--- config.mk ---
export PLATFORM = sky130hd
export DESIGN_NAME = xcvr_flags
export DESIGN_NICKNAME = d
export VERILOG_FILES = /design/src/hdl/xcvr_flags_pkg.sv /design/src/hdl/hold_timer.sv /design/src/hdl/xcvr_flags.sv
export SDC_FILE = /design/constraint.sdc
export NUM_CORES = 1
export LEC_CHECK = 0
export BUFFER_PORTS_ARGS = -buffer_cell sky130_fd_sc_hd__buf_2
export CELL_PAD_IN_SITES_DETAIL_PLACEMENT = 1
export CELL_PAD_IN_SITES_GLOBAL_PLACEMENT = 2
export CORE_MARGIN = 5
export CORE_UTILIZATION = 43
export DETAILED_ROUTE_END_ITERATION = 10
export MAX_ROUTING_LAYER = met4
export PLACE_DENSITY_LB_ADDON = 0.1
export SYNTH_ARGS = -nofsm -noshare
export SYNTH_HDL_FRONTEND = slang
export SYNTH_SLANG_ARGS = --single-unit
--- constraint.sdc ---
create_clock -name clk -period 3.7 [get_ports clk]
set_clock_uncertainty 0.05 [all_clocks]
set_input_delay 0.74 -clock clk [delete_from_list [all_inputs] [get_ports clk]]
set_output_delay 0.74 -clock clk [all_outputs]
set_load 0.01 [all_outputs]
--- src/hdl/xcvr_flags_pkg.sv ---
// Constants and types for the transceiver status and error flags
package xcvr_flags_pkg;

  // ----------------------------------------------------------------
  // Timing
  // ----------------------------------------------------------------
  localparam int CLK_PERIOD_NS     = 20;
  localparam int T_TRANSMIT_ENABLE_N_IN_CLAMP_NS   = 40000;
  localparam int T_GUARD_CLAMP_NS  = 40000;
  localparam int T_CORE_UV_DET_NS  = 2000;
  localparam int T_CORE_UV_REC_NS  = 2000;
  localparam int T_IO_UV_DET_NS    = 2000;
  localparam int T_IO_UV_REC_NS    = 2000;

  // Least times round up to whole cycles, never below one
  function automatic logic [15:0] cyc_min(input int ns);
    int c;
    c = (ns + CLK_PERIOD_NS - 1) / CLK_PERIOD_NS;
    if (c < 1) begin
      c = 1;
    end
    return c[15:0];
  endfunction : cyc_min

  // ----------------------------------------------------------------
  // Hold timers
  // ----------------------------------------------------------------
  localparam int HOLD_N         = 6;
  localparam int HOLD_TRANSMIT_ENABLE_N_IN      = 0;
  localparam int HOLD_GUARD     = 1;
  localparam int HOLD_CORE_DET  = 2;
  localparam int HOLD_CORE_REC  = 3;
  localparam int HOLD_IO_DET    = 4;
  localparam int HOLD_IO_REC    = 5;

  function automatic logic [15:0] hold_limit(input int idx);
    case (idx)
      HOLD_TRANSMIT_ENABLE_N_IN:     return cyc_min(T_TRANSMIT_ENABLE_N_IN_CLAMP_NS);
      HOLD_GUARD:    return cyc_min(T_GUARD_CLAMP_NS);
      HOLD_CORE_DET: return cyc_min(T_CORE_UV_DET_NS);
      HOLD_CORE_REC: return cyc_min(T_CORE_UV_REC_NS);
      HOLD_IO_DET:   return cyc_min(T_IO_UV_DET_NS);
      default:       return cyc_min(T_IO_UV_REC_NS);
    endcase
  endfunction : hold_limit

  // ----------------------------------------------------------------
  // Serial readout
  // ----------------------------------------------------------------
  localparam logic [4:0] READOUT_EDGES = 5'h10;
  localparam logic [4:0] EDGE_CNT_MAX  = 5'h11;

  // ----------------------------------------------------------------
  // Flags, high bit first as shown in the status word
  // ----------------------------------------------------------------
  typedef struct packed {
    logic readout_err;
    logic io_supply_uv;
    logic core_supply_uv;
    logic transmit_enable_n_in_clamped;
    logic over_temp;
    logic bus_error;
    logic power_on;
    logic guard_clamped;
    logic tx_on;
    logic normal;
    logic bus_wake;
  } flags_t;

  localparam logic [10:0] FLAGS_RST    = 11'h010;
  localparam logic [10:0] ERR_MASK     = 11'h7e0;
  localparam logic [10:0] LATCH_MASK   = 11'h7f0;

  // Synchronised pin order
  localparam int PIN_N      = 5;
  localparam int PIN_TRANSMIT_ENABLE_N_IN_N = 0;
  localparam int PIN_STBY_N = 1;
  localparam int PIN_GUARD  = 2;
  localparam int PIN_SEL_N  = 3;
  localparam int PIN_SCLK   = 4;

endpackage : xcvr_flags_pkg

--- src/hdl/hold_timer.sv ---
// Counts how long a condition has held and flags when it reaches a limit
`timescale 1ns/1ps
module hold_timer #(
  parameter logic [15:0] LIMIT = 16'h0001
) (
  // Clock and reset
  input  wire logic clk,
  input  wire logic rstn,
  // Condition and result
  input  wire logic cond,
  output logic      expired
);

  logic [15:0] count_reg;
  logic [15:0] count_next;
  logic        expired_reg;
  logic        expired_next;

  always_comb begin
    count_next = 16'h0000;
    if (cond) begin
      count_next = (count_reg == LIMIT) ? count_reg : count_reg + 16'h0001;
    end
    expired_next = cond && (count_next == LIMIT);
  end

  always_ff @(posedge clk or negedge rstn) begin
    if (!rstn) begin
      count_reg   <= 16'h0000;
      expired_reg <= 1'b0;
    end else begin
      count_reg   <= count_next;
      expired_reg <= expired_next;
    end
  end

  assign expired = expired_reg;

endmodule : hold_timer

--- src/hdl/xcvr_flags.sv ---
// Status and error flag logic of the bus node transceiver
//
// What this block does
// - Keep eleven status and error flags
// - Wake flag: bus wake in standby, clears entering normal
// - Wake flag forces receive low, error low if standby
// - Normal flag follows normal operation
// - Transmitter on only when guardian, normal, no overtemperature or transmit-enable clamp
// - Guardian clamp: high too long, clears when low
// - Power-on flag set at init, clears entering normal
// - Bus error: set on fault, clear otherwise
// - Overtemperature disables transmitter, error low
// - Transmit-enable low too long disables transmitter
// - Supply undervoltage flags force standby, error low
// - Readout error floats data, cleared by select fall
// - Readout error unless exactly sixteen clock falls
// - Reset clears all flags but sets power-on
// - Four fault flags change only in normal
// - Readout mode latches status until complete readout
// - Readout mode: error low while error bits set
`timescale 1ns/1ps
module xcvr_flags (
  // Clock and reset
  input  wire logic                  clk,
  input  wire logic                  rstn,
  // Host pins, asynchronous
  input  wire logic                  transmit_enable_n_in,
  input  wire logic                  standby_ctrl_n,
  input  wire logic                  guardian_enable_in,
  input  wire logic                  readout_select_n,
  input  wire logic                  readout_clk_in,
  // Internal monitors and mode, on clk
  input  wire logic                  bus_wake_event,
  input  wire logic                  bus_fault,
  input  wire logic                  temp_high,
  input  wire logic                  core_supply_low,
  input  wire logic                  io_supply_low,
  input  wire logic                  readout_mode,
  // Pin and transmitter controls
  output logic                       error_indicator_n,
  output logic                       rx_force_low,
  output logic                       tx_enable,
  output logic                       readout_data_float,
  // Flag and status state
  output xcvr_flags_pkg::flags_t     flags,
  output xcvr_flags_pkg::flags_t     status_bits
);

  // ----------------------------------------------------------------
  // Pin synchronisers
  // ----------------------------------------------------------------
  logic [xcvr_flags_pkg::PIN_N-1:0] pin_meta_reg;
  logic [xcvr_flags_pkg::PIN_N-1:0] pin_sync_reg;
  logic [xcvr_flags_pkg::PIN_N-1:0] pin_prev_reg;
  logic [xcvr_flags_pkg::PIN_N-1:0] pin_raw;

  assign pin_raw = {readout_clk_in, readout_select_n, guardian_enable_in,
                    standby_ctrl_n, transmit_enable_n_in};

  // Idle levels keep reset from looking like edges; standby level on
  // the mode pin, so reset alone never enters normal and drops power-on
  always_ff @(posedge clk or negedge rstn) begin
    if (!rstn) begin
      pin_meta_reg <= 5'h19;
      pin_sync_reg <= 5'h19;
      pin_prev_reg <= 5'h19;
    end else begin
      pin_meta_reg <= pin_raw;
      pin_sync_reg <= pin_meta_reg;
      pin_prev_reg <= pin_sync_reg;
    end
  end

  logic transmit_enable_n_in_hi;
  logic transmit_enable_n_in_rise;
  logic stby_hi;
  logic guard_hi;
  logic sel_hi;
  logic sel_fall;
  logic sel_rise;
  logic sclk_fall;

  assign transmit_enable_n_in_hi   = pin_sync_reg[xcvr_flags_pkg::PIN_TRANSMIT_ENABLE_N_IN_N];
  assign transmit_enable_n_in_rise = transmit_enable_n_in_hi & ~pin_prev_reg[xcvr_flags_pkg::PIN_TRANSMIT_ENABLE_N_IN_N];
  assign stby_hi   = pin_sync_reg[xcvr_flags_pkg::PIN_STBY_N];
  assign guard_hi  = pin_sync_reg[xcvr_flags_pkg::PIN_GUARD];
  assign sel_hi    = pin_sync_reg[xcvr_flags_pkg::PIN_SEL_N];
  assign sel_fall  = ~sel_hi & pin_prev_reg[xcvr_flags_pkg::PIN_SEL_N];
  assign sel_rise  = sel_hi & ~pin_prev_reg[xcvr_flags_pkg::PIN_SEL_N];
  assign sclk_fall = ~pin_sync_reg[xcvr_flags_pkg::PIN_SCLK]
                   & pin_prev_reg[xcvr_flags_pkg::PIN_SCLK];

  // ----------------------------------------------------------------
  // Hold timers
  // ----------------------------------------------------------------
  xcvr_flags_pkg::flags_t flags_reg;
  xcvr_flags_pkg::flags_t flags_next;
  logic [xcvr_flags_pkg::HOLD_N-1:0] hold_cond;
  logic [xcvr_flags_pkg::HOLD_N-1:0] hold_done;

  // Clamp timers only run in normal operation
  assign hold_cond[xcvr_flags_pkg::HOLD_TRANSMIT_ENABLE_N_IN]     = flags_reg.normal & ~transmit_enable_n_in_hi;
  assign hold_cond[xcvr_flags_pkg::HOLD_GUARD]    = flags_reg.normal & guard_hi;
  assign hold_cond[xcvr_flags_pkg::HOLD_CORE_DET] = core_supply_low;
  assign hold_cond[xcvr_flags_pkg::HOLD_CORE_REC] = ~core_supply_low;
  assign hold_cond[xcvr_flags_pkg::HOLD_IO_DET]   = io_supply_low;
  assign hold_cond[xcvr_flags_pkg::HOLD_IO_REC]   = ~io_supply_low;

  generate
    for (genvar i = 0; i < xcvr_flags_pkg::HOLD_N; i++) begin : g_hold
      hold_timer #(
        .LIMIT (xcvr_flags_pkg::hold_limit(i))
      ) u_hold (
        .clk     (clk),
        .rstn    (rstn),
        .cond    (hold_cond[i]),
        .expired (hold_done[i])
      );
    end
  endgenerate

  // ----------------------------------------------------------------
  // Readout clock edge counter
  // ----------------------------------------------------------------
  logic [4:0] edge_cnt_reg;
  logic [4:0] edge_cnt_next;
  logic       readout_ok;
  logic       readout_bad;

  always_comb begin
    edge_cnt_next = edge_cnt_reg;
    if (sel_fall) begin
      edge_cnt_next = 5'h00;
    end else if (!sel_hi && sclk_fall
                 && edge_cnt_reg != xcvr_flags_pkg::EDGE_CNT_MAX) begin
      edge_cnt_next = edge_cnt_reg + 5'h01;
    end
  end

  // Too many shows at once; too few only when select returns high.
  // A stale count at the next select fall must not set the flag again
  assign readout_ok  = sel_rise
                     && edge_cnt_reg == xcvr_flags_pkg::READOUT_EDGES;
  assign readout_bad = readout_mode
                     && ((!sel_hi && !sel_fall
                          && edge_cnt_reg > xcvr_flags_pkg::READOUT_EDGES)
                         || (sel_rise
                          && edge_cnt_reg < xcvr_flags_pkg::READOUT_EDGES));

  // ----------------------------------------------------------------
  // Flag next state
  // ----------------------------------------------------------------
  logic enter_normal;
  logic gate_fault;

  always_comb begin
    flags_next = flags_reg;
    // Undervoltage flags, set wins over recovery
    if (hold_done[xcvr_flags_pkg::HOLD_CORE_DET]) begin
      flags_next.core_supply_uv = 1'b1;
    end else if (hold_done[xcvr_flags_pkg::HOLD_CORE_REC]) begin
      flags_next.core_supply_uv = 1'b0;
    end
    if (hold_done[xcvr_flags_pkg::HOLD_IO_DET]) begin
      flags_next.io_supply_uv = 1'b1;
    end else if (hold_done[xcvr_flags_pkg::HOLD_IO_REC]) begin
      flags_next.io_supply_uv = 1'b0;
    end
    // Undervoltage forces standby
    flags_next.normal = stby_hi & ~flags_reg.core_supply_uv
                      & ~flags_reg.io_supply_uv;
    enter_normal = flags_next.normal & ~flags_reg.normal;
    // Sampled while normal, so the leaving cycle still updates
    gate_fault   = flags_reg.normal;
    if (bus_wake_event && !flags_reg.normal
        && !flags_reg.core_supply_uv) begin
      flags_next.bus_wake = 1'b1;
    end else if (enter_normal) begin
      flags_next.bus_wake = 1'b0;
    end
    if (enter_normal) begin
      flags_next.power_on = 1'b0;
    end
    flags_next.tx_on = guard_hi & flags_reg.normal & ~flags_reg.over_temp
                     & ~flags_reg.transmit_enable_n_in_clamped;
    if (gate_fault) begin
      if (hold_done[xcvr_flags_pkg::HOLD_GUARD]) begin
        flags_next.guard_clamped = 1'b1;
      end else if (!guard_hi) begin
        flags_next.guard_clamped = 1'b0;
      end
      // Fault wins over a clearing edge in the same cycle
      if (bus_fault) begin
        flags_next.bus_error = 1'b1;
      end else if (!bus_fault || transmit_enable_n_in_rise) begin
        flags_next.bus_error = 1'b0;
      end
      if (temp_high) begin
        flags_next.over_temp = 1'b1;
      end else if (transmit_enable_n_in_hi) begin
        flags_next.over_temp = 1'b0;
      end
      if (hold_done[xcvr_flags_pkg::HOLD_TRANSMIT_ENABLE_N_IN]) begin
        flags_next.transmit_enable_n_in_clamped = 1'b1;
      end else if (transmit_enable_n_in_hi) begin
        flags_next.transmit_enable_n_in_clamped = 1'b0;
      end
    end
    if (readout_bad) begin
      flags_next.readout_err = 1'b1;
    end else if (sel_fall) begin
      flags_next.readout_err = 1'b0;
    end
  end

  // ----------------------------------------------------------------
  // Status latch and pin controls
  // ----------------------------------------------------------------
  xcvr_flags_pkg::flags_t status_reg;
  xcvr_flags_pkg::flags_t status_next;
  logic                   err_n_reg;
  logic                   err_n_next;
  logic                   float_reg;
  logic                   float_next;
  logic                   any_err;

  always_comb begin
    // Latched bits hold until a complete readout, then follow the flag
    if (readout_mode) begin
      status_next = (flags_reg & xcvr_flags_pkg::LATCH_MASK)
                  | (status_reg & xcvr_flags_pkg::LATCH_MASK
                     & {11{~readout_ok}})
                  | (flags_reg & ~xcvr_flags_pkg::LATCH_MASK);
    end else begin
      status_next = flags_reg;
    end
    any_err = readout_mode
            ? |(status_reg & xcvr_flags_pkg::ERR_MASK)
            : |(flags_reg & xcvr_flags_pkg::ERR_MASK & 11'h3ff);
    err_n_next = ~((flags_reg.bus_wake && !stby_hi)
                   || (stby_hi && any_err));
    float_next = sel_hi || !readout_mode || flags_reg.readout_err;
  end

  always_ff @(posedge clk or negedge rstn) begin
    if (!rstn) begin
      flags_reg  <= xcvr_flags_pkg::FLAGS_RST;
      status_reg <= xcvr_flags_pkg::FLAGS_RST;
      edge_cnt_reg <= 5'h00;
      err_n_reg  <= 1'b1;
      float_reg  <= 1'b1;
    end else begin
      flags_reg  <= flags_next;
      status_reg <= status_next;
      edge_cnt_reg <= edge_cnt_next;
      err_n_reg  <= err_n_next;
      float_reg  <= float_next;
    end
  end

  assign error_indicator_n  = err_n_reg;
  assign rx_force_low       = flags_reg.bus_wake;
  assign tx_enable          = flags_reg.tx_on;
  assign readout_data_float = float_reg;
  assign flags              = flags_reg;
  assign status_bits        = status_reg;

  // ----------------------------------------------------------------
  // Checks
  // ----------------------------------------------------------------
  chk_tx_needs_clean: assert property (@(posedge clk) disable iff (!rstn)
    tx_enable |-> $past(guard_hi) && !$past(flags_reg.over_temp)
                  && !$past(flags_reg.transmit_enable_n_in_clamped))
    else $error("transmitter enabled while blocked");
  chk_wake_clear_normal: assert property (@(posedge clk) disable iff (!rstn)
    $rose(flags_reg.normal) && !$past(bus_wake_event) |-> !flags_reg.bus_wake)
    else $error("wake flag survived entry to normal");
  chk_power_on_flag_clear: assert property (@(posedge clk) disable iff (!rstn)
    $rose(flags_reg.normal) |-> !flags_reg.power_on)
    else $error("power-on flag survived entry to normal");
  chk_fault_gate: assert property (@(posedge clk) disable iff (!rstn)
    !$past(flags_reg.normal) |-> $stable(flags_reg.over_temp)
                                 && $stable(flags_reg.bus_error))
    else $error("fault flag changed outside normal");
  chk_uv_standby: assert property (@(posedge clk) disable iff (!rstn)
    flags_reg.core_supply_uv |=> !flags_reg.normal)
    else $error("normal while core supply low");
  chk_sel_clears_err: assert property (@(posedge clk) disable iff (!rstn)
    sel_fall |=> !flags_reg.readout_err)
    else $error("readout error not cleared by select");
  chk_short_readout: assert property (@(posedge clk) disable iff (!rstn)
    readout_mode && sel_rise && edge_cnt_reg == 5'h0f |=> flags_reg.readout_err)
    else $error("fifteen edges not flagged");
  chk_wake_pins: assert property (@(posedge clk) disable iff (!rstn)
    flags_reg.bus_wake && !stby_hi |=> !error_indicator_n && rx_force_low)
    else $error("wake flag not shown on pins");
  chk_temp_blocks_tx: assert property (@(posedge clk) disable iff (!rstn)
    flags_reg.over_temp |=> !tx_enable)
    else $error("transmitter on during overtemperature");

endmodule : xcvr_flags

## Word level (Yosys, flattened, before mapping)

Index checks and enable logic that the tools add are counted.

- Bits of input ports: 13
- Flip-flop bits (word level): 146

- Reductions and logical operators: 43
- Equal/unequal tests: 15
- $lt $le $gt $ge: 2
- Bitwise logic cells: 28
- Mux-type cells: 31
- $add $sub $neg: 7

Operators by type and width:

| operator | number |
|---|---|
| 16-bit 2-to-1 mux | 12 |
| 16-bit by 7-bit == test with 1-bit output, second input constant | 8 |
| 16-bit by 1-bit adder with 16-bit output, second input constant | 6 |
| 16-bit by 11-bit == test with 1-bit output, second input constant | 4 |
| 1-bit logical AND | 17 |
| 1-bit 2-to-1 mux | 16 |
| 2-bit nonzero test | 8 |
| 1-bit NOT | 14 |
| 1-bit AND | 11 |
| 11-bit AND | 1 |
| 11-bit 2-to-1 mux | 1 |
| 11-bit bitwise OR | 1 |
| 11-bit by 4-bit bitwise OR with 11-bit output | 1 |
| 5-bit 2-to-1 mux | 2 |
| 2-bit AND reduction | 4 |
| 1-bit logical NOT | 7 |
| 6-bit OR reduction | 1 |
| 5-bit by 1-bit adder with 5-bit output, second input constant | 1 |
| 5-bit == test, second input constant | 1 |
| 5-bit greater-than comparator, second input constant | 1 |
| 1-bit logical OR | 5 |
| 5-bit less-than comparator, second input constant | 1 |
| 5-bit != test, second input constant | 1 |
| 5-bit OR reduction | 1 |
| 2-bit by 1-bit != test with 1-bit output, second input constant | 1 |

## Longest topological paths before layout

- Depth after elaboration: 8
- Depth in mapped cells: 9
- Mapped depth without buffers: 8

## Modules after synthesis

Synthesis repeated with hierarchy kept, for this count alone.

- Cell total of the unflattened synthesis: 841
- Area, all modules: 8373.0 µm²

By module, submodules not included:

| module | seq. area each (µm²) | instances | area each (µm²) | cells each |
|---|---|---|---|---|
| hold_timer (g_hold[2].u_hold ...) | 425.4 | 4 | 1166.1 | 127 |
| hold_timer (g_hold[0].u_hold ...) | 425.4 | 2 | 1074.8 | 108 |
| xcvr_flags | 1041.0 | 1 | 1559.0 | 117 |

## Worst setup path after synthesis

No wires, ideal clock.

- Kind: flip-flop to flip-flop
- Start: reg g_hold[2].u_hold.count_reg[0]
- End: reg g_hold[2].u_hold.expired_reg
- Clock period less this slack: 2.283 ns
- Library setup time: 0.100 ns
- Setup slack: 1.417 ns
- Required time: 3.550 ns
- Arrival time: 2.133 ns
- Cell stages (with the launch flop): 10
- Path through: dfrtp_1 buf_4 inv_1 ha_1 nor4b_4 nand4_4 a211oi_2 o221ai_1 or4_1 nor4bb_1

- Cells in the longest elaborated chain, start to end: 5
- Elaborated cells on any way between the ends: 6
- Classes of those cells: add/sub (1); eq/ne (2); mux (2); reduce/logical (1)

Ends and longest elaborated chain:

| element | line | RTL |
|---|---|---|
| start: declaration | hold_timer.sv:14 | `logic [15:0] count_reg;` |
| start signal: assignment | hold_timer.sv:32 | `count_reg <= count_next;` |
| 16-bit by 1-bit adder with 16-bit output / 16-bit by 7-bit == test with 1-bit output (equally long branches) | hold_timer.sv:22 | `count_next = (count_reg == LIMIT) ? count_reg : count_reg + 16'h0001;` |
| 16-bit 2-to-1 mux * | hold_timer.sv:22 |  |
| 16-bit 2-to-1 mux * | hold_timer.sv:21 | `if (cond) begin` |
| 16-bit by 7-bit == test with 1-bit output * | hold_timer.sv:24 | `expired_next = cond && (count_next == LIMIT);` |
| 1-bit logical AND * | hold_timer.sv:24 |  |
| via g_hold[2].u_hold.expired_next | hold_timer.sv:17 | `logic expired_next;` |
| end signal: assignment | hold_timer.sv:33 | `expired_reg <= expired_next;` |
| end: declaration | hold_timer.sv:16 | `logic expired_reg;` |

Mark *: on every way through the listed nets, which the timed path passes. The rest lies on a longest branch.
A chain may end at the register's enable or synchronous reset.

## Final worst setup path

Same ends and word-level chain as after synthesis.

==> impl_metrics.yaml <==
timing:
  tns_ns: 0
  slew_headroom: 0.550
  tightest_slew_ns: 0.675
  fin_crit_ns: 2.61
  maxSlewViolCount: 0
  fmax_mhz: 383
  rsz0062_at_grt: "no"
  setup_viol: 0
  holdWs_ns: 0.245
  min_period_over_period: 0.705
  hold_viol: 0
  setup_ws_ns: 1.09
status:
  status: "finished clean"
synth:
  synth_ff_type: "dfrtp_1"
  ys_top_cells_by_count: "dfrtp_1, nor2_1, nand2_1"
  async_reset_ff_frac: 1.00
  yosysTopAreaCell: "dfrtp_1"
  synthTopCellsByArea: "dfrtp_1, xnor2_1, nor2_1, xor2_1, dfstp_2"
  yosysTopAreaCellShare: 0.428
  netlist_instances: 810
  yosysWarnings: 0
  synthDistinctLibCells: 68
  seq_area_frac_synth: 0.469
  post-synth-top-count-cell: "dfrtp_1"
  syn_area_um2: 7670
  syn_area_per_cell_um2: 9.46
  synth_edf_count: 0
  syn-num-nets: 838
  synth.ff_latch_count: 143
grt:
  grt_pass1_wl_um: 31400
  grt_max_degree: 64
  grt_overflow: 0
  grt_pass1_vias: 6251
  antenna_found_initial: 0
  track_usage: 0.195
pwr:
  peakVddDrop_mv: 0.315
  p_leak_uw: 0.00367
  p_per_area_nw_per_um2: 428
worst_setup_path:
  crit_path_end_kind: "flip-flop"
  arrival_ns: 2.86
  path_buf_inv: 0
  slowest_delay_ns: 0.50
  path_max_fanout: 8
  cpLargestDelayFamily: "simple AND/OR/NAND/NOR gates"
  slowest_stage: "dfrtp_1"
  cp_cell_sequence: "ha_1 > and4_2 > nand2_1 > o31ai_1 > o221ai_1 > or4_1 > nor4bb_1"
  critical_path_class: "flip-flop to flip-flop"
  cp.required_ns: 3.95
  start_kind: "flip-flop"
clock_network:
  htreeDepth: 4
  insertion_delay_ns: 0.42
  post_cts_buffers: 0
  clk_pin_slew_ns: 0.06
  cts-root-buf: "clkbuf_16"
  hold_buffers: 0
  cts_tree: "built"
  clockBufferDepth: 2
  cts_buffers: 17
  cts.sinks: 143
  cts-resized-gates: 0
floorplanning:
  ios: 39
  dieArea_um2: 20600
  fp.dieW_um: 144
  row_count: 48
  core_um2: 17400
  fp.dieH_um: 144
  start_util: 0.440
placement:
  dp_slack_ns: 0.958
  numPortBuffers: 38
  routabilityCongestion: 0.794
  hpwl_um: 12600
  dp.cells: 1034
final_layout:
  final_core_util: 0.495
  areaGrowthSynthToFinish_pct: 12.5
  n_antenna_cell: 0
  nNetsFinal: 856
  largest_reg_flops: 96
  stdcell_count: 1066
  drive_above_1_share: 0.125
  fillers: 2003
routing:
  drcViolationCount: 0
  drtAntennaViolNets: 0
  first_pass_iters: 4
  drt_first_iter_violations: 221
  vias_per_cell: 5.60
  vias: 5970
  wl_per_cell_um: 17.2
  routed_wl_um: 18300
hold_path:
  hold_class: "input port to asynchronous set/reset pin"
job:
  drv_cap: 0
cell families (layout without fill, tap and decap cells):
family | count (synthesis) | count (layout) | share of synthesized area
multiplexers | 11 | 11 | 0.0150
buffers and inverters | 75 | 106 | 0.0423
flip-flops | 143 | 143 | 0.469
XOR/XNOR | 89 | 89 | 0.102
AO/OA/AOI/OAI | 108 | 108 | 0.0914
adder cells (fa/ha/maj) | 15 | 15 | 0.0245
AND/OR/NAND/NOR | 369 | 369 | 0.256
per-stage QoR:
step | instance area (µm²) | total power (µW)
global route | 8620 | 3850
global placement | 7990 | 1880
floorplan | 7670 | 1790
finish | 8620 | 3690
CTS | 8620 | 3750
detailed placement | 7990 | 1890
final cells by class:
| type | instances | area (µm²) | share of cell area |
|---|---|---|---|
| Tap cell | 225 | 282 | 0.0327 |
| Clock buffer | 23 | 478 | 0.0554 |
| Inverter | 31 | 116 | 0.0135 |
| Clock inverter | 9 | 156 | 0.0181 |
| Timing Repair Buffer | 43 | 246 | 0.0286 |
| Sequential cell | 143 | 3590 | 0.417 |
| Multi-Input combinational cell | 592 | 3750 | 0.435 |
final timing paths:
path / from / to / slack (ns) / cells past startpoint
max: g_hold[2].u_hold.count_reg[0] / g_hold[2].u_hold.expired / 1.09 / 7
min: rstn / g_hold[1].u_hold.count_reg[7] / 0.24 / 1
max reg2reg: g_hold[2].u_hold.count_reg[0] / g_hold[2].u_hold.expired / 1.09 / 7
min reg2reg: pin_meta_reg[2] / pin_sync_reg[2] / 0.31 / 0
max in group asynchronous: rstn / pin_prev_reg[3] / 2.50 / 2
min in group clk: pin_meta_reg[2] / pin_sync_reg[2] / 0.31 / 0
worst reg2reg max path, cell delays in order, from the launching register on:
cell,delay [ns]
dfrtp_1,0.50
ha_1,0.30
and4_2,0.28
nand2_1,0.13
o31ai_1,0.25
o221ai_1,0.15
or4_1,0.48
nor4bb_1,0.34
placed cells by master, fill, tap and decap left out, drive strengths merged, types with 5 or more instances in the layout:
master and n:
a31oi 8, clkbuf 23, nor2b 6, nor3 19, nand2b 11, nor3b 5
dfrtp 131, xor2 40, nand3 36, nor4 24, a211oi 5, nand2 58
and3 14, and4 7, dfstp 12, xnor2 49, clkinv 6, ha 15
or4 5, nand4 27, o21ai 23, or3 12, nor2 109, nor4b 5
mux2i 7, inv 30, and2 14, a21o 10, a21oi 26, buf 43
routing by layer:
layer | up-vias | global-route usage | routed length, µm | share of wire
met4 | 0 | 0.0555 | 210 | 0.011
li1 | 2863 | - | - | -
met5 | - | - | 0 | 0
met3 | 19 | 0.0383 | 644 | 0.035
met2 | 83 | 0.323 | 8940 | 0.49
met1 | 3005 | 0.244 | 8510 | 0.47
report_power, final:
group / switching [µW] / internal (µW) / total, µW
registers: 44.9 / 1610 / 1650
logic: 131 / 76.5 / 208
clock network: 650 / 1180 / 1830
total: 826 / 2870 / 3690
No activity file was read; power rests on OpenSTA's default activity.
